`config.mk`:
```
export PLATFORM = sky130hd
export DESIGN_NAME = aas_sequencer
export DESIGN_NICKNAME = d
export VERILOG_FILES = /design/src/logic/aas_pkg.sv /design/src/logic/aas_sequencer.sv /design/src/logic/aas_sync.sv /design/src/logic/aas_timebase.sv
export SDC_FILE = /design/constraint.sdc
export NUM_CORES = 1
export LEC_CHECK = 0
export ABC_AREA = 1
export BUFFER_PORTS_ARGS = -buffer_cell sky130_fd_sc_hd__buf_2
export CAP_MARGIN = 40
export CORE_ASPECT_RATIO = 1.1
export CORE_MARGIN = 2
export CORE_UTILIZATION = 45
export DETAILED_ROUTE_END_ITERATION = 7
export RECOVER_POWER = 50
export SYNTH_ARGS = -nofsm -noshare
export SYNTH_HDL_FRONTEND = slang
export SYNTH_SLANG_ARGS = --single-unit
```
`constraint.sdc`:
```
create_clock -name mclk -period 2.9 [get_ports mclk]
set_clock_uncertainty 0.1 [all_clocks]
set_input_delay 0.58 -clock mclk [delete_from_list [all_inputs] [get_ports mclk]]
set_output_delay 0.58 -clock mclk [all_outputs]
set_load 0.01 [all_outputs]
```
`src/logic/aas_pkg.sv`:
```
// Purpose: Shared constants and types for the anti-theft sequencer
// Assumes: 10 MHz mclk, 100 ms slow tick
// Notes:   All windows are counted in ticks
package aas_pkg;

  localparam int unsigned CLK_NS     = 100;
  localparam int unsigned TICK_MS    = 100;
  localparam int unsigned TICK_CYC   = (TICK_MS * 1000000) / CLK_NS;

  localparam int unsigned WIN_MS     = 30000;
  localparam int unsigned ALM_GEN_MS = 30000;
  localparam int unsigned ALM_EUR_MS = 27000;
  localparam int unsigned IGN_CLR_MS = 30000;
  localparam int unsigned FLASH_MS   = 500;
  localparam int unsigned ALM_PH_MS  = 500;

  localparam int unsigned TMR_W      = 9;
  localparam logic [TMR_W-1:0] WIN_TK     = TMR_W'(WIN_MS / TICK_MS);
  localparam logic [TMR_W-1:0] ALM_GEN_TK = TMR_W'(ALM_GEN_MS / TICK_MS);
  localparam logic [TMR_W-1:0] ALM_EUR_TK = TMR_W'(ALM_EUR_MS / TICK_MS);
  localparam logic [TMR_W-1:0] IGN_TK     = TMR_W'(IGN_CLR_MS / TICK_MS);
  localparam logic [TMR_W-1:0] ALM_BAT_TK = 9'h1ff;
  localparam logic [3:0]       FLASH_TK   = 4'(FLASH_MS / TICK_MS);
  localparam logic [3:0]       ALM_PH_TK  = 4'(ALM_PH_MS / TICK_MS);

  localparam logic [1:0] CYC_CJ    = 2'h3;
  localparam logic [1:0] CYC_BAT   = 2'h3;
  localparam logic [1:0] CYC_BAT_E = 2'h1;
  localparam logic [1:0] CYC_NONE  = 2'h0;
  localparam logic [1:0] BOOT_CYC  = 2'h3;

  typedef enum logic [1:0] {
    REG_GEN = 2'b00,
    REG_CJ  = 2'b01,
    REG_EUR = 2'b10
  } aas_region_t;

  typedef enum logic [2:0] {
    S_BOOT  = 3'b000,
    S_IDLE  = 3'b001,
    S_AWAIT = 3'b010,
    S_RELCK = 3'b011,
    S_ARMED = 3'b100,
    S_ALARM = 3'b101,
    S_ADONE = 3'b110
  } aas_state_t;

  typedef struct packed {
    logic lock;
    logic unlock;
    logic trunk;
  } aas_rkc_t;

  typedef struct packed {
    logic door;
    logic hood;
    logic trunk;
  } aas_entry_t;

endpackage : aas_pkg

```
`src/logic/aas_sequencer.sv`:
```
// Purpose: Anti-theft arm, disarm, relock and alarm sequencer
// Assumes: Remote commands are levels held for several ms
// Notes:   Retained state comes back on nv_* after power return
`timescale 1ns/1ps

// Notes on behaviour
// - Entry opened in relock window cancels relock
// - Window expiry locks, flashes, then arms
// - Unlock disarms, two flashes, unlocks doors
// - Key in and ignition on disarms
// - No key or entry: relock, flash, rearm
// - Unlock with entry open: no relock window
// - Repeat unlock restarts the relock window
// - Unlock, key and ignition, or an opened entry leaves armed state
// - Each repeat unlock flashes twice, unlocks
// - General alarm 30 s; China/Japan three cycles
// - Horn and hazard share identical timing
// - Alarm runs full period; reopen after the period retriggers
// - Europe/Australia alarm lasts 27 s
// - Remote lock or unlock clears alarm
// - Remote trunk open restarts a running alarm
// - Ignition on 30 s clears alarm, inhibit
// - Ignition off before 30 s: alarm continues
// - Power return mid-alarm: inhibit, three more cycles
// - EC/Australia power return: horn only once
// - Power return while armed restores armed
// - Lock, all closed: 30 s quiet, then arm
// - Lock with entry open: lock only
// - Remote lock, relock expiry or power return arms
module aas_sequencer
  import aas_pkg::*;
#(
  parameter int unsigned TICK_CYCLES = TICK_CYC
) (
  // Clock and reset
  input  wire logic       mclk,
  input  wire logic       rstn,
  // Remote keyless receiver
  input  wire aas_rkc_t   remote_keyless_command,
  // Ignition key switch
  input  wire logic       key_in,
  input  wire logic       ign_on,
  // Entry switches, high when open
  input  wire aas_entry_t entry_open,
  // Market variant and retained state
  input  wire logic [1:0] region,
  input  wire logic       nv_armed,
  input  wire logic       nv_alarm,
  // Actuators and lamps
  output logic            door_lock,
  output logic            door_unlock,
  output logic            hazard,
  output logic            horn,
  output logic            start_inhibit,
  output logic            armed,
  // Retained state to backup store
  output logic            retain_armed,
  output logic            retain_alarm
);

  localparam int SW = 3 + 3 + 2 + 2 + 2;

  logic [SW-1:0] sync_q;
  aas_rkc_t      rkc_s;
  aas_entry_t    ent_s;
  logic          key_s;
  logic          ign_s;
  logic [1:0]    region_s;
  logic          nv_armed_s;
  logic          nv_alarm_s;
  logic          tick;

  aas_sync #(.W(SW)) u_sync (
    .mclk (mclk),
    .rstn (rstn),
    .d    ({remote_keyless_command, entry_open, key_in, ign_on,
            region, nv_armed, nv_alarm}),
    .q    (sync_q)
  );

  assign {rkc_s, ent_s, key_s, ign_s, region_s, nv_armed_s, nv_alarm_s} = sync_q;

  aas_timebase #(.CYC(TICK_CYCLES)) u_tb (
    .mclk (mclk),
    .rstn (rstn),
    .tick (tick)
  );

  // State and registers
  aas_state_t     state;
  aas_state_t     next_state;
  aas_rkc_t       rkc_q;
  aas_entry_t     ent_q;
  aas_region_t    reg_v;
  logic [1:0]     boot_cnt;
  logic [TMR_W-1:0] win_tmr;
  logic [TMR_W-1:0] ign_tmr;
  logic [TMR_W-1:0] alm_tmr;
  logic [TMR_W-1:0] alm_period;
  logic [1:0]     alm_lim;
  logic [1:0]     alm_cyc;
  logic [3:0]     alm_ph;
  logic           alm_on;
  logic [1:0]     flash_left;
  logic [3:0]     flash_ph;
  logic           haz_f;

  // Combinational controls
  logic       tmr_clr;
  logic       go_lock;
  logic       go_unlock;
  logic [1:0] flash_n;
  logic       alm_go;
  logic       alm_bat;
  logic       inh_set;
  logic       inh_clr;

  wire aas_rkc_t rkc_rise   = rkc_s & ~rkc_q;
  wire       any_open   = |ent_s;
  wire       open_rise  = |(ent_s & ~ent_q);
  wire       ent_chg    = (ent_s != ent_q);
  wire       remote_ok  = ~key_s;
  wire       lock_ev    = rkc_rise.lock & remote_ok;
  wire       unlock_ev  = rkc_rise.unlock & remote_ok;
  wire       trunk_ev   = rkc_rise.trunk;
  wire       key_ign    = key_s & ign_s;
  wire       win_end    = (win_tmr >= WIN_TK);
  wire       ign_clear  = (ign_tmr >= IGN_TK);
  wire       alm_ph_end = tick & (alm_ph == ALM_PH_TK - 4'h1);
  wire       in_alarm   = (state == S_ALARM) | (state == S_ADONE);
  wire       alm_end    = (alm_tmr >= alm_period) |
                          ((alm_lim != CYC_NONE) & (alm_cyc >= alm_lim));
  wire       boot_done  = (boot_cnt == BOOT_CYC);
  wire       flash_end  = tick & (flash_ph == FLASH_TK - 4'h1);

  always_comb begin
    next_state = state;
    tmr_clr    = 1'b0;
    go_lock    = 1'b0;
    go_unlock  = 1'b0;
    flash_n    = 2'h0;
    alm_go     = 1'b0;
    alm_bat    = 1'b0;
    inh_set    = 1'b0;
    inh_clr    = 1'b0;
    if (state == S_BOOT) begin
      if (boot_done) begin
        if (nv_alarm_s) begin
          next_state = S_ALARM;
          alm_go     = 1'b1;
          alm_bat    = 1'b1;
          inh_set    = 1'b1;
        end else if (nv_armed_s) begin
          next_state = S_ARMED;
        end else begin
          next_state = S_IDLE;
        end
      end
    end else if (unlock_ev) begin
      go_unlock = 1'b1;
      flash_n   = 2'h2;
      tmr_clr   = 1'b1;
      next_state = any_open ? S_IDLE : S_RELCK;
    end else if (lock_ev && state != S_ARMED) begin
      go_lock = 1'b1;
      tmr_clr = 1'b1;
      next_state = any_open ? S_IDLE : S_AWAIT;
    end else begin
      case (state)
        S_IDLE: begin
          next_state = S_IDLE;
        end
        S_AWAIT: begin
          if (ent_chg || key_s) begin
            next_state = S_IDLE;
          end else if (win_end) begin
            go_lock    = 1'b1;
            flash_n    = 2'h1;
            next_state = S_ARMED;
          end
        end
        S_RELCK: begin
          if (any_open || key_s) begin
            next_state = S_IDLE;
          end else if (win_end) begin
            go_lock    = 1'b1;
            flash_n    = 2'h1;
            next_state = S_ARMED;
          end
        end
        S_ARMED: begin
          if (key_ign) begin
            next_state = S_IDLE;
          end else if (any_open) begin
            next_state = S_ALARM;
            alm_go     = 1'b1;
            inh_set    = 1'b1;
          end else if (lock_ev) begin
            go_lock = 1'b1;
            flash_n = 2'h1;
          end
        end
        S_ALARM: begin
          if (ign_clear) begin
            inh_clr    = 1'b1;
            next_state = S_IDLE;
          end else if (trunk_ev) begin
            alm_go = 1'b1;
          end else if (alm_end) begin
            next_state = S_ADONE;
          end
        end
        S_ADONE: begin
          if (ign_clear) begin
            inh_clr    = 1'b1;
            next_state = S_IDLE;
          end else if (open_rise) begin
            next_state = S_ALARM;
            alm_go     = 1'b1;
          end
        end
        default: begin
          next_state = S_IDLE;
        end
      endcase
    end
  end

  // Alarm length and cycle limit per variant
  wire [TMR_W-1:0] per_sel = (reg_v == REG_EUR) ? ALM_EUR_TK : ALM_GEN_TK;
  wire [1:0]       lim_sel = (reg_v == REG_CJ) ? CYC_CJ : CYC_NONE;
  wire [1:0]       bat_lim = (reg_v == REG_EUR) ? CYC_BAT_E : CYC_BAT;

  always_ff @(posedge mclk) begin
    if (!rstn) begin
      state    <= S_BOOT;
      boot_cnt <= 2'h0;
      reg_v    <= REG_GEN;
      rkc_q    <= '0;
      ent_q    <= '0;
    end else begin
      state    <= next_state;
      boot_cnt <= boot_done ? boot_cnt : boot_cnt + 2'h1;
      if (state == S_BOOT) begin
        reg_v <= aas_region_t'(region_s);
      end
      rkc_q    <= rkc_s;
      ent_q    <= ent_s;
    end
  end

  always_ff @(posedge mclk) begin
    if (!rstn) begin
      win_tmr <= '0;
      ign_tmr <= '0;
    end else begin
      if (tmr_clr || next_state != state) begin
        win_tmr <= '0;
      end else if (tick && !win_end) begin
        win_tmr <= win_tmr + 9'h1;
      end
      if (!key_ign || !in_alarm) begin
        ign_tmr <= '0;
      end else if (tick && !ign_clear) begin
        ign_tmr <= ign_tmr + 9'h1;
      end
    end
  end

  // one toggle drives horn and hazard
  always_ff @(posedge mclk) begin
    if (!rstn) begin
      alm_tmr    <= '0;
      alm_ph     <= 4'h0;
      alm_on     <= 1'b0;
      alm_cyc    <= 2'h0;
      alm_period <= ALM_GEN_TK;
      alm_lim    <= CYC_NONE;
    end else if (alm_go) begin
      alm_tmr    <= '0;
      alm_ph     <= 4'h0;
      alm_on     <= 1'b1;
      alm_cyc    <= 2'h0;
      alm_period <= alm_bat ? ALM_BAT_TK : per_sel;
      alm_lim    <= alm_bat ? bat_lim : lim_sel;
    end else if (state == S_ALARM) begin
      if (tick && !alm_end) begin
        alm_tmr <= alm_tmr + 9'h1;
      end
      if (alm_ph_end) begin
        alm_ph <= 4'h0;
        // No fresh on-phase on the period's last tick
        alm_on <= ~alm_on & ~alm_end & (alm_tmr < alm_period - 9'h1);
        if (alm_on) begin
          alm_cyc <= alm_cyc + 2'h1;
        end
      end else if (tick) begin
        alm_ph <= alm_ph + 4'h1;
      end
    end else begin
      alm_on <= 1'b0;
      alm_ph <= 4'h0;
    end
  end

  // Hazard flash sequencer for lock and unlock
  always_ff @(posedge mclk) begin
    if (!rstn) begin
      flash_left <= 2'h0;
      flash_ph   <= 4'h0;
      haz_f      <= 1'b0;
    end else if (flash_n != 2'h0) begin
      flash_left <= flash_n;
      flash_ph   <= 4'h0;
      haz_f      <= 1'b1;
    end else if (flash_end) begin
      flash_ph <= 4'h0;
      if (haz_f) begin
        haz_f      <= 1'b0;
        flash_left <= flash_left - 2'h1;
      end else begin
        haz_f <= (flash_left != 2'h0);
      end
    end else if (tick && (haz_f || flash_left != 2'h0)) begin
      flash_ph <= flash_ph + 4'h1;
    end
  end

  // Registered outputs
  always_ff @(posedge mclk) begin
    if (!rstn) begin
      door_lock     <= 1'b0;
      door_unlock   <= 1'b0;
      hazard        <= 1'b0;
      horn          <= 1'b0;
      start_inhibit <= 1'b0;
      armed         <= 1'b0;
      retain_armed  <= 1'b0;
      retain_alarm  <= 1'b0;
    end else begin
      door_lock     <= go_lock;
      door_unlock   <= go_unlock;
      hazard        <= (state == S_ALARM) ? alm_on : haz_f;
      horn          <= (state == S_ALARM) & alm_on;
      if (inh_set) begin
        start_inhibit <= 1'b1;
      end else if (inh_clr) begin
        start_inhibit <= 1'b0;
      end
      armed         <= (state == S_ARMED);
      retain_armed  <= (state == S_ARMED);
      retain_alarm  <= (state == S_ALARM);
    end
  end

endmodule : aas_sequencer

```
`src/logic/aas_sync.sv`:
```
// Purpose: Two-flop synchroniser for pin inputs
// Assumes: Inputs are asynchronous to mclk
// Notes:   First stage is read only by the second
`timescale 1ns/1ps
module aas_sync #(
  parameter int W = 1
) (
  // Clock and reset
  input  wire logic         mclk,
  input  wire logic         rstn,
  // Data
  input  wire logic [W-1:0] d,
  output logic      [W-1:0] q
);
  logic [W-1:0] meta;

  always_ff @(posedge mclk) begin
    if (!rstn) begin
      meta <= '0;
      q    <= '0;
    end else begin
      meta <= d;
      q    <= meta;
    end
  end
endmodule : aas_sync

```
`src/logic/aas_timebase.sv`:
```
// Purpose: Slow tick generator for second-scale timing
// Assumes: CYC mclk cycles per tick
// Notes:   Tick is a one-cycle pulse
`timescale 1ns/1ps
module aas_timebase #(
  parameter int unsigned CYC = 1000000
) (
  // Clock and reset
  input  wire logic mclk,
  input  wire logic rstn,
  // Tick
  output logic      tick
);
  logic [31:0] cnt;

  always_ff @(posedge mclk) begin
    if (!rstn) begin
      cnt  <= 32'h0;
      tick <= 1'b0;
    end else if (cnt == 32'(CYC - 1)) begin
      cnt  <= 32'h0;
      tick <= 1'b1;
    end else begin
      cnt  <= cnt + 32'h1;
      tick <= 1'b0;
    end
  end
endmodule : aas_timebase

```
* Word-level counts from Yosys, hierarchy flattened
Cells that the tools add are included.
** Storage, ports and cells
- Flip-flop bits (word level) :: 129
- Input port bits :: 14
** Operators by class
- Add/sub/neg operators :: 10
- Order comparisons :: 5
- Eq/ne operators :: 15
- Multiplexer cells :: 81
- Bitwise operators :: 20
- Reductions and logical operators :: 36
** Operator list (number)
- 1-bit two-way mux :: 49
- 3-bit two-way mux :: 16
- 32-bit by 1-bit adder with 32-bit output (second input constant) :: 1
- 32-bit by 20-bit equality test with 1-bit output (second input constant) :: 1
- 9-bit by 1-bit adder with 9-bit output (second input constant) :: 3
- 2-bit two-way mux :: 10
- 9-bit >= comparator (second input constant) :: 2
- 3-bit one-hot mux with 5 select lines :: 1
- 2-bit nonzero test :: 6
- 2-bit OR reduction :: 6
- 3-bit OR reduction :: 4
- 1-bit AND :: 9
- 3-bit equality test (second input constant) :: 3
- 9-bit >= comparator :: 1
- 9-bit less-than comparator :: 1
- 1-bit one-hot mux with 3 select lines :: 3
- 9-bit by 1-bit subtractor with 9-bit output (second input constant) :: 1
- 4-bit by 1-bit adder with 4-bit output (second input constant) :: 2
- 4-bit by 3-bit equality test with 1-bit output (second input constant) :: 2
- 8-bit two-way mux :: 1
- 3-bit AND :: 2
- 3-bit by 2-bit equality test with 1-bit output (second input constant) :: 2
- 6-bit two-way mux :: 1
- 3-bit inequality test :: 2
- other kinds (16) :: 38

* Longest topological paths before layout
Gate-level depths: netlist (run 1).
- Depth in word-level cells :: 13
- Gate-level depth with buffers :: 19

* By module
A second synthesis (run 1) with hierarchy kept.
** Unflattened totals
- Cells, all modules :: 896
- Area, all modules :: 6185.9 µm²
** Modules (own cells, without submodules)
- aas_sequencer :: times used 1, cells each 505, area each 3616.0 µm²
- aas_timebase :: times used 1, cells each 317, area each 1886.8 µm²
- aas_sync :: times used 1, cells each 74, area each 683.2 µm²

* Least setup slack after synthesis (run 1)
Ideal clock, no wire load.
- Path type :: register to register
- Start point :: reg alm_period[6]
- End point :: reg win_tmr[8]
- Data arrival time :: 1.951 ns
- Data required time :: 2.683 ns
- Setup slack :: 0.732 ns
- Cell stages (with the launch flop) :: 18
- Clock period less this slack :: 2.168 ns
- Cell sequence :: dfxtp_1 inv_1 ha_1 nand2_1 nor2_1 nand3_1 nand3_1 inv_1 nand2_2 nand3_1 nand2_1 nand2_1 nand2_1 nand2_1 a21oi_1 nor2_4 nand2_4 nor2_2
** Between the ends
- Word-level cells in the longest chain between the ends :: 12
** RTL lines
- from (decl) :: line aas_sequencer.sv:99 : logic [TMR_W-1:0] alm_period;
- from (signal assigned) :: line aas_sequencer.sv:284 : alm_period <= alm_bat ? ALM_BAT_TK : per_sel;
- 9-bit >= comparator :: line aas_sequencer.sv:131 : wire alm_end = (alm_tmr >= alm_period) |
- 1-bit OR :: line aas_sequencer.sv:131
- 3-bit two-way mux :: line aas_sequencer.sv:209 : end else if (alm_end) begin
- 3-bit two-way mux :: line aas_sequencer.sv:207 : end else if (trunk_ev) begin
- 3-bit two-way mux :: line aas_sequencer.sv:204 : if (ign_clear) begin
- 3-bit one-hot mux with 5 select lines :: line aas_sequencer.sv:169 : case (state)
- 3-bit two-way mux :: line aas_sequencer.sv:164 : end else if (lock_ev && state != S_ARMED) begin
- 3-bit two-way mux :: line aas_sequencer.sv:159 : end else if (unlock_ev) begin
- 3-bit two-way mux :: line aas_sequencer.sv:146 : if (state == S_BOOT) begin
- 3-bit inequality test :: line aas_sequencer.sv:257 : if (tmr_clr || next_state != state) begin
- 1-bit logical OR :: line aas_sequencer.sv:257
- 2-bit OR reduction (no line)
- to (signal assigned) :: line aas_sequencer.sv:260 : win_tmr <= win_tmr + 9'h1;
- to (decl) :: line aas_sequencer.sv:96 : logic [TMR_W-1:0] win_tmr;
No other way between the ends.
A chain may end at the register's enable or synchronous reset.

* Final worst setup path (run 1)
- Start point :: reg state[0]
- End point :: reg alm_lim[1]
** Between the ends
- Word-level cells in the longest chain between the ends :: 5
** RTL lines
- from (decl) :: line aas_sequencer.sv:90 : aas_state_t state;
- from (signal assigned) :: line aas_sequencer.sv:242 : state <= next_state;
- 3-bit equality test / 3-bit inequality test (equally long branches) :: line aas_sequencer.sv:169, aas_sequencer.sv:164
- 1-bit one-hot mux with 3 select lines / 1-bit logical AND (equally long branches) :: line aas_sequencer.sv:169, aas_sequencer.sv:164
- 1-bit two-way mux :: line aas_sequencer.sv:164
- 1-bit two-way mux :: line aas_sequencer.sv:159
- 1-bit two-way mux :: line aas_sequencer.sv:146
- to (signal assigned) :: line aas_sequencer.sv:285 : alm_lim <= alm_bat ? bat_lim : lim_sel;
- to (decl) :: line aas_sequencer.sv:100 : logic [1:0] alm_lim;
Several ways; a longest one is shown, not always the timed one.

==> results.toml, run 1 <==
[setup_path]
crit_path_start_kind = "register"
setup.worst_path.class = "register to register"
critical_path_arrival_ns = 2.74
cp_num_buf_inv = 1
critical_path.top_delay_family = "compound AO/OA/AOI/OAI gates"
cp_cell_sequence = "nand3_1, o21ai_0, a21oi_2, nor2_1, inv_1, o31ai_1, nand3_1, o21ai_0"
crit_path_max_fanout = 8
critPathRequiredTime_ns = 3.14
critical_path_max_stage_delay_ns = 0.54
crit_path_end_kind = "register"
critPathSlowestCell = "sky130_fd_sc_hd__dfxtp_1"

[global_routing]
number_of_global_route_vias_before_repair = 4650
antenna_violations_before_repair = 0
pin_count_of_the_biggest_net_entering_global_routing = 41
grt_first_pass_wirelength_mm = 20.23
grt-ovfl-total = 0
track_usage_pct = 17.54

[routing]
initialDrtViolationCount = 209
via_per_inst = 4.861
firstDrtPassIters = 5
routed_wire_length_per_instance_um = 11.46
drtAntennaViolNets = 0
routed_wirelength_mm = 11.70
route.detailed.drc = 0
routed-via-count = 4963

[final_layout]
post_route_cells_drive_above_1_share_pct = 10.12
layout.filler_cells = 1236
design.final.nets = 888
most-common-layout-cells = "sky130_fd_sc_hd__nand2_1 (154), sky130_fd_sc_hd__inv_1 (153), sky130_fd_sc_hd__dfxtp_1 (123)"
area_growth_syn_to_layout_pct = 14.34
multi_input_comb_area_um2 = 2816
finalCoreUtilization_pct = 52.23
antenna_cells = 0
layout_commonest_cell = "sky130_fd_sc_hd__nand2_1"
final-seq-area_um2 = 2462

[pwr]
leakage_nw = 3.005
vdd.ir_drop.worst_mv = 0.4523
cellPowerDensity_nw_per_um2 = 666.9

[clock_tree]
cts_tree = "built"
clkSlewWorstSetupHoldPaths_ns = 0.06
post-cts-setup-buffer-count = 0
cts_inserted_buffers = 17
later_pin_clock_latency_in_the_skew_report_ns = 0.42
clock_sink_count = 123
cts_repair_resize_count = 0
cts.htree.levels = 4
cts_buffer_depth = 2
cts.root.buffer_cell = "sky130_fd_sc_hd__clkbuf_16"
cts_hold_repair.buffers = 0

[placement]
dp_hpwl_mm = 8.600
gp_congestion = 0.8951
port-buffer-count = 21

[sta]
slew_violations = 41
setup_tns_ns = 0
unrepaired_setup_endpoints_after_global_routing = "false"
pin_slew_with_the_least_headroom_to_its_limit_ns = 1.592
final_worst_path_period_share_pct = 86.45
fin_crit_ns = 2.507
setup_violation_total_in_the_final_timing_report = 0
headroom_to_the_max_slew_limit_pct = -6.134
finalHoldViolations = 0
clock.fmax_mhz = 398.9

[synth]
syn_nets = 855
asyncSetResetFlopFracSynth_pct = 0
synth_enable_flop_cells = 0
synth.distinct_cells = 44
netlist_area_um2 = 5961
synth-seq-cells = 123
ys.warnings.count = 0
yosysSeqAreaShare_pct = 41.31
syn-mean-instance-area_um2 = 7.323
dominantRegCellSynth = "sky130_fd_sc_hd__dfxtp_1"
instance_count_of_the_mapped_netlist = 814

[floorplan]
die_width_um = 113.7
initial_cell_density_of_the_core_pct = 45.68
fp.coreArea_um2 = 13050
die_h_um = 124.7
core.rowCount = 44
ioPinCount = 22
die_area_um2 = 14180

[min_path]
min_path_type = "primary input to register"

[run_status]
outcome = "finished, violations left"
failed_checks = "max-capacitance violations, max-slew violations"

[flow_run]
drv_cap = 1
[cells by family (layout without fill, tap and decap cells)]
| logic type | after synthesis | after routing | share of synthesized area [%] |
|---|---|---|---|
| flops | 123 | 123 | 41.31 |
| simple gates | 377 | 377 | 30.16 |
| fa+ha+maj | 27 | 27 | 5.667 |
| buf+inv | 171 | 217 | 10.98 |
| xor+xnor | 22 | 22 | 3.232 |
| compound gates | 94 | 94 | 8.648 |
[through the flow]
step | setup WS, ns | cells | total power [W] | cell area (um^2) | hold slack [ns]
5_1_grt | 0.1241 | 1021 | 0.004753 | 6815 | 0.2440
2_1_floorplan | 0.7321 | 814 | 0.002315 | 5961 | 0.2905
4_1_cts | 0.4599 | 1021 | 0.004617 | 6860 | 0.2331
6_report | 0.3930 | 1021 | 0.004545 | 6815 | 0.2434
3_5_place_dp | 0.4868 | 989 | 0.002428 | 6245 | 0.2984
3_3_place_gp | 0.5629 | 989 | 0.002416 | 6245 | 0.2942
[path summary, 6_finish.rpt]
check / from / end / slack [ns] / cells past startpoint
setup reg to reg: state[0] / alm_lim[1] / 0.39 / 8
hold / removal: region[0] / u_sync.meta[2] / 0.24 / 3
hold reg to reg: u_sync.meta[8] / u_sync.q[8] / 0.31 / 2
setup / recovery: state[0] / alm_lim[1] / 0.39 / 8
[where the power goes]
part / leakage [nW] / total, W / switching [W] / internal [W]
clock network: 0.307 / 0.00218 / 0.000719 / 0.00146
registers: 0.999 / 0.00181 / 0.0000538 / 0.00176
logic: 1.70 / 0.000556 / 0.000380 / 0.000175
[routing by layer]
| metal | up-vias | global-route usage [%] | part of all wire (%) |
|---|---|---|---|
| li1 | 2636 | - | - |
| met1 | 2241 | 22.22 | 49 |
| met2 | 66 | 28.11 | 47 |
| met3 | 20 | 4.234 | 2.8 |
| met4 | 0 | 8.034 | 1.9 |
| met5 | - | 0 | 0 |
[cells in the mapped netlist, types with 2 or more instances]
cell type                  number  area [um^2]
sky130_fd_sc_hd__nand3_1       36        180.2
sky130_fd_sc_hd__nor2_4         4        45.04
sky130_fd_sc_hd__nor3_1        23        115.1
sky130_fd_sc_hd__dfxtp_1      123         2462
sky130_fd_sc_hd__inv_2          5        18.77
sky130_fd_sc_hd__o21ai_1        2        10.01
sky130_fd_sc_hd__nor3b_1        9        67.56
sky130_fd_sc_hd__or2_2          7        43.79
sky130_fd_sc_hd__nand2_1      151        566.8
sky130_fd_sc_hd__or2_0          2        12.51
sky130_fd_sc_hd__clkbuf_1       7        26.28
sky130_fd_sc_hd__o21ai_0       26        130.1
sky130_fd_sc_hd__nor3_4         2        32.53
sky130_fd_sc_hd__xnor2_1        5        43.79
sky130_fd_sc_hd__o31ai_1        3        22.52
sky130_fd_sc_hd__a21oi_1       48        240.2
sky130_fd_sc_hd__nand2_4        3        33.78
sky130_fd_sc_hd__o21a_1         2        15.01
sky130_fd_sc_hd__ha_1          27        337.8
sky130_fd_sc_hd__inv_1        153        574.3
sky130_fd_sc_hd__a211oi_1       5        37.54
sky130_fd_sc_hd__nor2_1        86        322.8
sky130_fd_sc_hd__nor4_1        10        62.56
sky130_fd_sc_hd__buf_1          2        7.510
sky130_fd_sc_hd__nor2_2        11        68.82
sky130_fd_sc_hd__xor2_1        17        148.9
sky130_fd_sc_hd__nand4_1       18        112.6
sky130_fd_sc_hd__nand2_2        9        56.30
sky130_fd_sc_hd__o21bai_1       3        22.52
[area by class of cell]
class / instances / share of cell area, %
inverters: 160 / 8.831
clock inverters: 7 / 1.616
well taps: 161 / 2.956
clock buffers: 25 / 7.417
flip-flops and latches: 123 / 36.13
multi-input cells: 520 / 41.33
repair buffers: 25 / 1.726
[state kept, by name (all words and copies together), names as in the netlist, 2 cells and up]
signal       flops
win_tmr          9
alm_ph           4
alm_tmr          9
boot_cnt         2
flash_ph         4
u_tb.cnt        32
alm_cyc          2
alm_period       3
alm_lim          2
rkc_q            3
u_sync.q        12
ign_tmr          9
u_sync.meta     12
ent_q            3
state            3
reg_v            2
flash_left       2
[worst reg2reg max path, stage by stage (launching register included)]
cell and delay (ns):
sky130_fd_sc_hd__dfxtp_1 0.54, sky130_fd_sc_hd__nand3_1 0.41, sky130_fd_sc_hd__o21ai_0 0.34, sky130_fd_sc_hd__a21oi_2 0.08, sky130_fd_sc_hd__nor2_1 0.28, sky130_fd_sc_hd__inv_1 0.11, sky130_fd_sc_hd__o31ai_1 0.28, sky130_fd_sc_hd__nand3_1 0.15
sky130_fd_sc_hd__o21ai_0 0.14
Note: power is estimated with default switching activity, not from simulation.
==> inputs of run 2 (changes only) <==
--- a/config.mk
+++ b/config.mk
@@ -8,7 +8,7 @@
 export ABC_AREA = 1
 export BUFFER_PORTS_ARGS = -buffer_cell sky130_fd_sc_hd__buf_2
 export CAP_MARGIN = 40
-export CORE_ASPECT_RATIO = 1.1
+export CORE_ASPECT_RATIO = 1.2
 export CORE_MARGIN = 2
 export CORE_UTILIZATION = 45
 export DETAILED_ROUTE_END_ITERATION = 7
==> run 2 against run 1 <==
  * The run now ends clean
  * Sequential power about the same
  * Clock-buffer cell count down 3
  * First-iteration DRC count up 29%
  * Wire length down 2.2%
  * Non-clock buffer count unchanged
  * Hold slack about the same
  * Register-to-register slack better by 0.07 ns
  * Via count down 0.79%
  * Global-route usage down 0.096 points
  * Cell count up 0.69%
  * Core utilization down 0.27 points
  * Highest routed layer unchanged
==> results.toml, run 2 (synthesis gave the netlist of run 1 again) <==
[run_status]
outcome = "completed"

[routing]
route.layer.met1.wl_mm = 5.442
initialDrtViolationCount = 269
via_per_inst = 4.790
routed-wl-met3_um = 421
drtAntennaViolNets = 0
routed_wire_length_per_instance_um = 11.13
routed-via-count = 4924
route.detailed.drc = 0
routed_wirelength_mm = 11.44
routed.top_layer = "met4"
wl_met2_mm = 5.339
firstDrtPassIters = 4

[final_layout]
multi_input_comb_area_um2 = 2809
layout.filler_cells = 1261
post_route_cells_drive_above_1_share_pct = 9.884
largest_reg_flops = 32
largest_regs = "u_tb.cnt x32, u_sync.meta x12, u_sync.q x12"
final-seq-area_um2 = 2462
most-common-layout-cells = "sky130_fd_sc_hd__inv_1 (154), sky130_fd_sc_hd__nand2_1 (154), sky130_fd_sc_hd__dfxtp_1 (123)"
antenna_cells = 0
design.final.nets = 888
area_growth_syn_to_layout_pct = 13.90
largest_register = "u_tb.cnt"

[setup_path]
critPathRequiredTime_ns = 3.11
setup.worst_path.class = "register to register"
crit_path_max_fanout = 9
r2r-start = "alm_period[6]"
crit_path_start_kind = "register"
crit_path_end_kind = "register"
timing.reg2reg.setup_slack_ns = 0.46
critical_path_arrival_ns = 2.65
r2r_cells = 17
worst_r2r_endpoint = "win_tmr[5]"

[sta]
clock.fmax_mhz = 410.1
layout_setup_ws_ns = 0.4616
slew_violations = 0
setup_violation_total_in_the_final_timing_report = 0
finalHoldViolations = 0
fin_crit_ns = 2.438
setup_tns_ns = 0
final_worst_path_period_share_pct = 84.08
unrepaired_setup_endpoints_after_global_routing = "false"
headroom_to_the_max_slew_limit_pct = 13.19
pin_slew_with_the_least_headroom_to_its_limit_ns = 1.302

[global_routing]
antenna_violations_before_repair = 0
track_usage_pct = 17.44
pin_count_of_the_biggest_net_entering_global_routing = 36
grt-ovfl-total = 0
number_of_global_route_vias_before_repair = 4558
grt_first_pass_wirelength_mm = 19.44

[placement]
gp_congestion = 0.8888
dp_slack_ns = 0.4844
dp_hpwl_mm = 8.636
port-buffer-count = 21

[clock_tree]
cts_inserted_buffers = 17
post-cts-setup-buffer-count = 0
cts_repair_resize_count = 0
cts_tree = "built"
clkSlewWorstSetupHoldPaths_ns = 0.05
clock_sink_count = 123
cts_buffer_depth = 2
later_pin_clock_latency_in_the_skew_report_ns = 0.42
cts.htree.levels = 4
cts.root.buffer_cell = "sky130_fd_sc_hd__clkbuf_16"
cts_hold_repair.buffers = 0

[floorplan]
core.rowCount = 46
initial_cell_density_of_the_core_pct = 45.62
die_width_um = 109.1
die_area_um2 = 14190
die_h_um = 130.1
fp.coreArea_um2 = 13070
ioPinCount = 22

[pwr]
vdd.ir_drop.worst_mv = 0.3746
total_power_w = 0.004437
cellPowerDensity_nw_per_um2 = 653.6
leakage_nw = 2.977

[flow_run]
drv_cap = 0

[min_path]
hold-path-cell-count = 3
hold_path_startpoint = "ign_on"
hold_path_end = "u_sync.meta[4]"
min_path_type = "primary input to register"
[run 2: cell types whose count changed in the layout (fill, tap and decap cells not counted)]
cell	previous run	this run
sky130_fd_sc_hd__clkbuf_2	1	0
sky130_fd_sc_hd__clkinv_2	5	4
sky130_fd_sc_hd__inv_1	153	154
sky130_fd_sc_hd__bufinv_16	3	2
sky130_fd_sc_hd__clkbuf_8	5	3
sky130_fd_sc_hd__nor2_1	87	88
sky130_fd_sc_hd__clkinv_4	0	1
sky130_fd_sc_hd__inv_6	0	1
sky130_fd_sc_hd__inv_2	5	4
sky130_fd_sc_hd__nor2_4	4	3
sky130_fd_sc_hd__clkinvlp_4	0	3
[run 2: layout make-up]
class	count	share of cell area (%)
clock buffers	22	6.985
clock inverters	10	1.696
inverters	160	8.865
multi-input cells	520	41.37
flip-flops and latches	123	36.27
well taps	168	3.096
repair buffers	25	1.714
[run 2: per-layer routing]
| metal | track usage (%) | vias up |
|---|---|---|
| met1 | 21.06 | 2196 |
| met4 | 8.371 | 0 |
| met3 | 5.395 | 23 |
| li1 | - | 2637 |
| met5 | 0 | - |
| met2 | 28.17 | 68 |
[run 2: worst max path at each step]
stage / cells after the start / end / slack [ns] / startpoint
5_1_grt: 13 / alm_tmr[8] / 0.19 / alm_period[6]
6_report: 17 / win_tmr[5] / 0.46 / alm_period[6]
3_3_place_gp: 17 / win_tmr[8] / 0.57 / alm_period[6]
3_5_place_dp: 17 / win_tmr[2] / 0.48 / alm_period[6]
2_1_floorplan: 17 / win_tmr[8] / 0.73 / alm_period[6]
4_1_cts: 17 / win_tmr[5] / 0.48 / alm_period[6]
[run 2: power by group]
group	total [W]	leakage, nW	switching (W)	internal, W
Clock	0.00208	0.283	0.000754	0.00133
Sequential	0.00180	0.999	0.0000478	0.00176
Combinational	0.000548	1.70	0.000378	0.000169
Total	0.00444	2.98	0.00118	0.00326
[run 2: critical path: stages (launching register included)]
cell	delay [ns]
sky130_fd_sc_hd__dfxtp_1	0.35
sky130_fd_sc_hd__inv_1	0.11
sky130_fd_sc_hd__ha_1	0.29
sky130_fd_sc_hd__nand2_1	0.08
sky130_fd_sc_hd__nor2_1	0.19
sky130_fd_sc_hd__nand2_1	0.10
sky130_fd_sc_hd__nand3_1	0.11
sky130_fd_sc_hd__inv_1	0.06
sky130_fd_sc_hd__nand2_2	0.10
sky130_fd_sc_hd__nand3_1	0.08
sky130_fd_sc_hd__nand2_1	0.07
sky130_fd_sc_hd__nand2_1	0.05
sky130_fd_sc_hd__nand2_1	0.06
sky130_fd_sc_hd__nand2_1	0.08
sky130_fd_sc_hd__a21oi_1	0.23
sky130_fd_sc_hd__nor2_4	0.07
sky130_fd_sc_hd__nand2_4	0.16
sky130_fd_sc_hd__nor2_2	0.04
[run 2: through the flow]
step	utilization [%]	cells	hold slack (ns)	cell area, um^2
6_report	51.96	1028	0.2435	6789
5_1_grt	51.96	1028	0.2302	6789
4_1_cts	52.38	1028	0.2294	6843
3_5_place_dp	47.86	996	0.2997	6254
3_3_place_gp	47.86	996	0.2935	6254
2_1_floorplan	-	814	0.2905	5961
==> inputs of run 3 (changes only) <==
--- a/config.mk
+++ b/config.mk
@@ -5,7 +5,7 @@
 export SDC_FILE = /design/constraint.sdc
 export NUM_CORES = 1
 export LEC_CHECK = 0
-export ABC_AREA = 1
+export ABC_AREA = 0
 export BUFFER_PORTS_ARGS = -buffer_cell sky130_fd_sc_hd__buf_2
 export CAP_MARGIN = 40
 export CORE_ASPECT_RATIO = 1.2
==> constraint.sdc (replaced) <==
create_clock -name mclk -period 2.2 [get_ports mclk]
set_clock_uncertainty 0.1 [all_clocks]
set_input_delay 0.44 -clock mclk [delete_from_list [all_inputs] [get_ports mclk]]
set_output_delay 0.44 -clock mclk [all_outputs]
set_load 0.01 [all_outputs]
==> run 3 against run 2 <==
  * The run now ends with negative setup slack left
  * Sequential power up 28%
  * Via count down 5.1%
  * Fmax up 3.2%
  * Register-to-register slack worse by 0.62 ns
  * Critical endpoint is now win_tmr[0]
  * Hold slack worse by 0.11 ns
  * Synthesized area down 5.8%
  * Synthesized cell count down 22%
  * Critical path depth down 8
  * Global-route usage up 2.1 points
  * Power up 22%
  * Clock power up 31%
==> results.toml, run 3 <==
[clock_tree]
cts_inserted_buffers = 17
cts.htree.levels = 4
cts_tree = "built"
later_pin_clock_latency_in_the_skew_report_ns = 0.42
cts.root.buffer_cell = "sky130_fd_sc_hd__clkbuf_16"
clkSlewWorstSetupHoldPaths_ns = 0.05
clock_sink_count = 123
cts_hold_repair.buffers = 0
cts_buffer_depth = 2

[placement]
port-buffer-count = 21
gp_congestion = 0.9374
dp_hpwl_mm = 8.637
dp_slack_ns = -0.1934

[routing]
routed-via-count = 4671
route.detailed.drc = 0
via_per_inst = 5.184
routed_wire_length_per_instance_um = 13.91
initialDrtViolationCount = 293
drtAntennaViolNets = 0
routed_wirelength_mm = 12.53
firstDrtPassIters = 5

[floorplan]
die_width_um = 106.0
ioPinCount = 22
fp.coreArea_um2 = 12170
die_h_um = 126.4
initial_cell_density_of_the_core_pct = 46.14
core.rowCount = 44
die_area_um2 = 13390

[synth]
synth_enable_flop_cells = 0
yosys.area_share.simple_pct = 26.63
ys.warnings.count = 0
synth_area_leaders = "sky130_fd_sc_hd__dfxtp_1 (44%), sky130_fd_sc_hd__xor2_1 (6.6%), sky130_fd_sc_hd__nor2_1 (6.4%)"
synth-seq-cells = 123
synth_top_family_by_area = "simple AND/OR/NAND/NOR gates"
syn_nets = 673
asyncSetResetFlopFracSynth_pct = 0
synth.top_cell.area_share_pct = 43.86
synth.distinct_cells = 63
synth_compound_area_share_pct = 9.427
netlist_area_um2 = 5614
synth_top_cell_by_area = "sky130_fd_sc_hd__dfxtp_1"
yosysMostFrequentCell = "sky130_fd_sc_hd__dfxtp_1"
instance_count_of_the_mapped_netlist = 632
synth_adder_area_share_pct = 6.017
dominantRegCellSynth = "sky130_fd_sc_hd__dfxtp_1"
syn-mean-instance-area_um2 = 8.883
yosysSeqAreaShare_pct = 43.86
synthMuxAreaShare_pct = 1.070
synth-xor-area-share_pct = 9.516
synth_commonest_cells = "sky130_fd_sc_hd__dfxtp_1 (123), sky130_fd_sc_hd__nor2_1 (96), sky130_fd_sc_hd__nand2_1 (50)"

[final_layout]
layout_commonest_cell = "sky130_fd_sc_hd__dfxtp_1"
post_route_cells_drive_above_1_share_pct = 25.27
most-common-layout-cells = "sky130_fd_sc_hd__dfxtp_1 (114), sky130_fd_sc_hd__nor2_1 (96), sky130_fd_sc_hd__buf_4 (69)"
largest_register = "u_tb.cnt"
largest_regs = "u_tb.cnt x32, u_sync.meta x12, u_sync.q x12"
antenna_cells = 0
largest_reg_flops = 32
area_growth_syn_to_layout_pct = 30.49
design.final.nets = 768
layout.filler_cells = 1041

[sta]
fin_crit_ns = 2.362
layout_setup_ws_ns = -0.1624
pin_slew_with_the_least_headroom_to_its_limit_ns = 0.5804
unrepaired_setup_endpoints_after_global_routing = "true"
slew_violations = 0
final_worst_path_period_share_pct = 107.4
clock.fmax_mhz = 423.3
headroom_to_the_max_slew_limit_pct = 60.96
finalHoldViolations = 0
setup_violation_total_in_the_final_timing_report = 15
setup_tns_ns = -1.554
worst_hold_margin_ns = 0.1357

[pwr]
vdd.ir_drop.worst_mv = 0.5255
cellPowerDensity_nw_per_um2 = 739.0
leakage_nw = 2.859
total_power_w = 0.005414

[setup_path]
critical_path_arrival_ns = 2.60
crit_path_end_kind = "register"
crit_path_max_fanout = 5
critPathRequiredTime_ns = 2.44
setup.worst_path.class = "register to register"
crit_path_start_kind = "register"

[run_status]
outcome = "finished, violations left"
failed_checks = "negative setup slack"

[global_routing]
track_usage_pct = 19.57
pin_count_of_the_biggest_net_entering_global_routing = 40
antenna_violations_before_repair = 0
grt-ovfl-total = 0
grt_first_pass_wirelength_mm = 21.00
number_of_global_route_vias_before_repair = 4588

[flow_run]
drv_cap = 0

[min_path]
min_path_type = "primary input to register"
==> run 3: cell types whose count changed after synthesis, moves of 11 or more <==
cell and change:
sky130_fd_sc_hd__and3_1 +19, sky130_fd_sc_hd__nor3_1 -15, sky130_fd_sc_hd__a21oi_1 -26, sky130_fd_sc_hd__xnor2_1 +14, sky130_fd_sc_hd__inv_1 -126, sky130_fd_sc_hd__and2_1 +38, sky130_fd_sc_hd__o21ai_0 -17, sky130_fd_sc_hd__xor2_1 +25
sky130_fd_sc_hd__nor2_2 -11, sky130_fd_sc_hd__nand3_1 -17, sky130_fd_sc_hd__nand2_1 -101, sky130_fd_sc_hd__clkbuf_1 +11
==> run 3: report_power, final <==
group	internal, W	switching (W)
registers	0.00228	0.0000319
logic	0.000183	0.000194
clock network	0.00175	0.000981
==> run 3: per-stage QoR <==
step / std cells / util, % / area (um^2)
2_1_floorplan: 632 / - / 5629
3_3_place_gp: 864 / 52.55 / 6394
3_5_place_dp: 864 / 52.55 / 6394
4_1_cts: 899 / 58.20 / 7081
5_1_grt: 901 / 60.21 / 7326
6_report: 901 / 60.21 / 7326
==> run 3: final timing paths <==
kind / depth (start not counted) / startpoint / endpoint / slack (ns)
hold / removal: 2 / entry_open[0] / u_sync.meta[6] / 0.14
hold reg to reg: 1 / u_sync.meta[11] / u_sync.q[11] / 0.33
setup / recovery: 9 / ent_q[2] / win_tmr[0] / -0.16
setup reg to reg: 9 / ent_q[2] / win_tmr[0] / -0.16
==> run 3: cell families (layout without fill, tap and decap cells) <==
logic type      count (synthesis)  after routing
compound gates                 76             77
xor+xnor                       61             61
fa+ha+maj                      27             27
buf+inv                        49            156
flops                         123            123
mux                             6              6
simple gates                  290            290
==> run 3: cell type report <==
type,instances,area [um^2],share of cell area (%)
multi-input cells,461,3256,44.44
flip-flops and latches,123,2474,33.77
repair buffers,97,701.9,9.582
clock buffers,21,470.5,6.422
well taps,161,201.4,2.750
clock inverters,11,118.9,1.623
inverters,27,103.9,1.418
==> run 3: repair_timing <==
item	4_1_cts	5_1_grt
gates resized for setup	17	46
pin swaps	9	20
setup buffers	1	3
endpoints found under the setup margin	24	38
cloned	2	0
==> run 3: critical path, stage by stage (launching register included) <==
cell and delay, ns:
sky130_fd_sc_hd__dfxtp_2 0.32, sky130_fd_sc_hd__inv_2 0.04, sky130_fd_sc_hd__ha_4 0.24, sky130_fd_sc_hd__and4b_1 0.23, sky130_fd_sc_hd__a32oi_1 0.13, sky130_fd_sc_hd__or2_1 0.25
sky130_fd_sc_hd__a32oi_2 0.30, sky130_fd_sc_hd__mux2i_4 0.36, sky130_fd_sc_hd__o2111ai_4 0.19, sky130_fd_sc_hd__nor2_1 0.13
==> run 3: per-layer routing <==
| metal | global-route usage, % | up-vias | wire [um] |
|---|---|---|---|
| met1 | 22.65 | 2196 | 5547 |
| li1 | - | 2353 | - |
| met3 | 4.985 | 27 | 457 |
| met4 | 9.520 | 0 | 301 |
| met2 | 33.62 | 95 | 6228 |
| met5 | 0 | - | 0 |
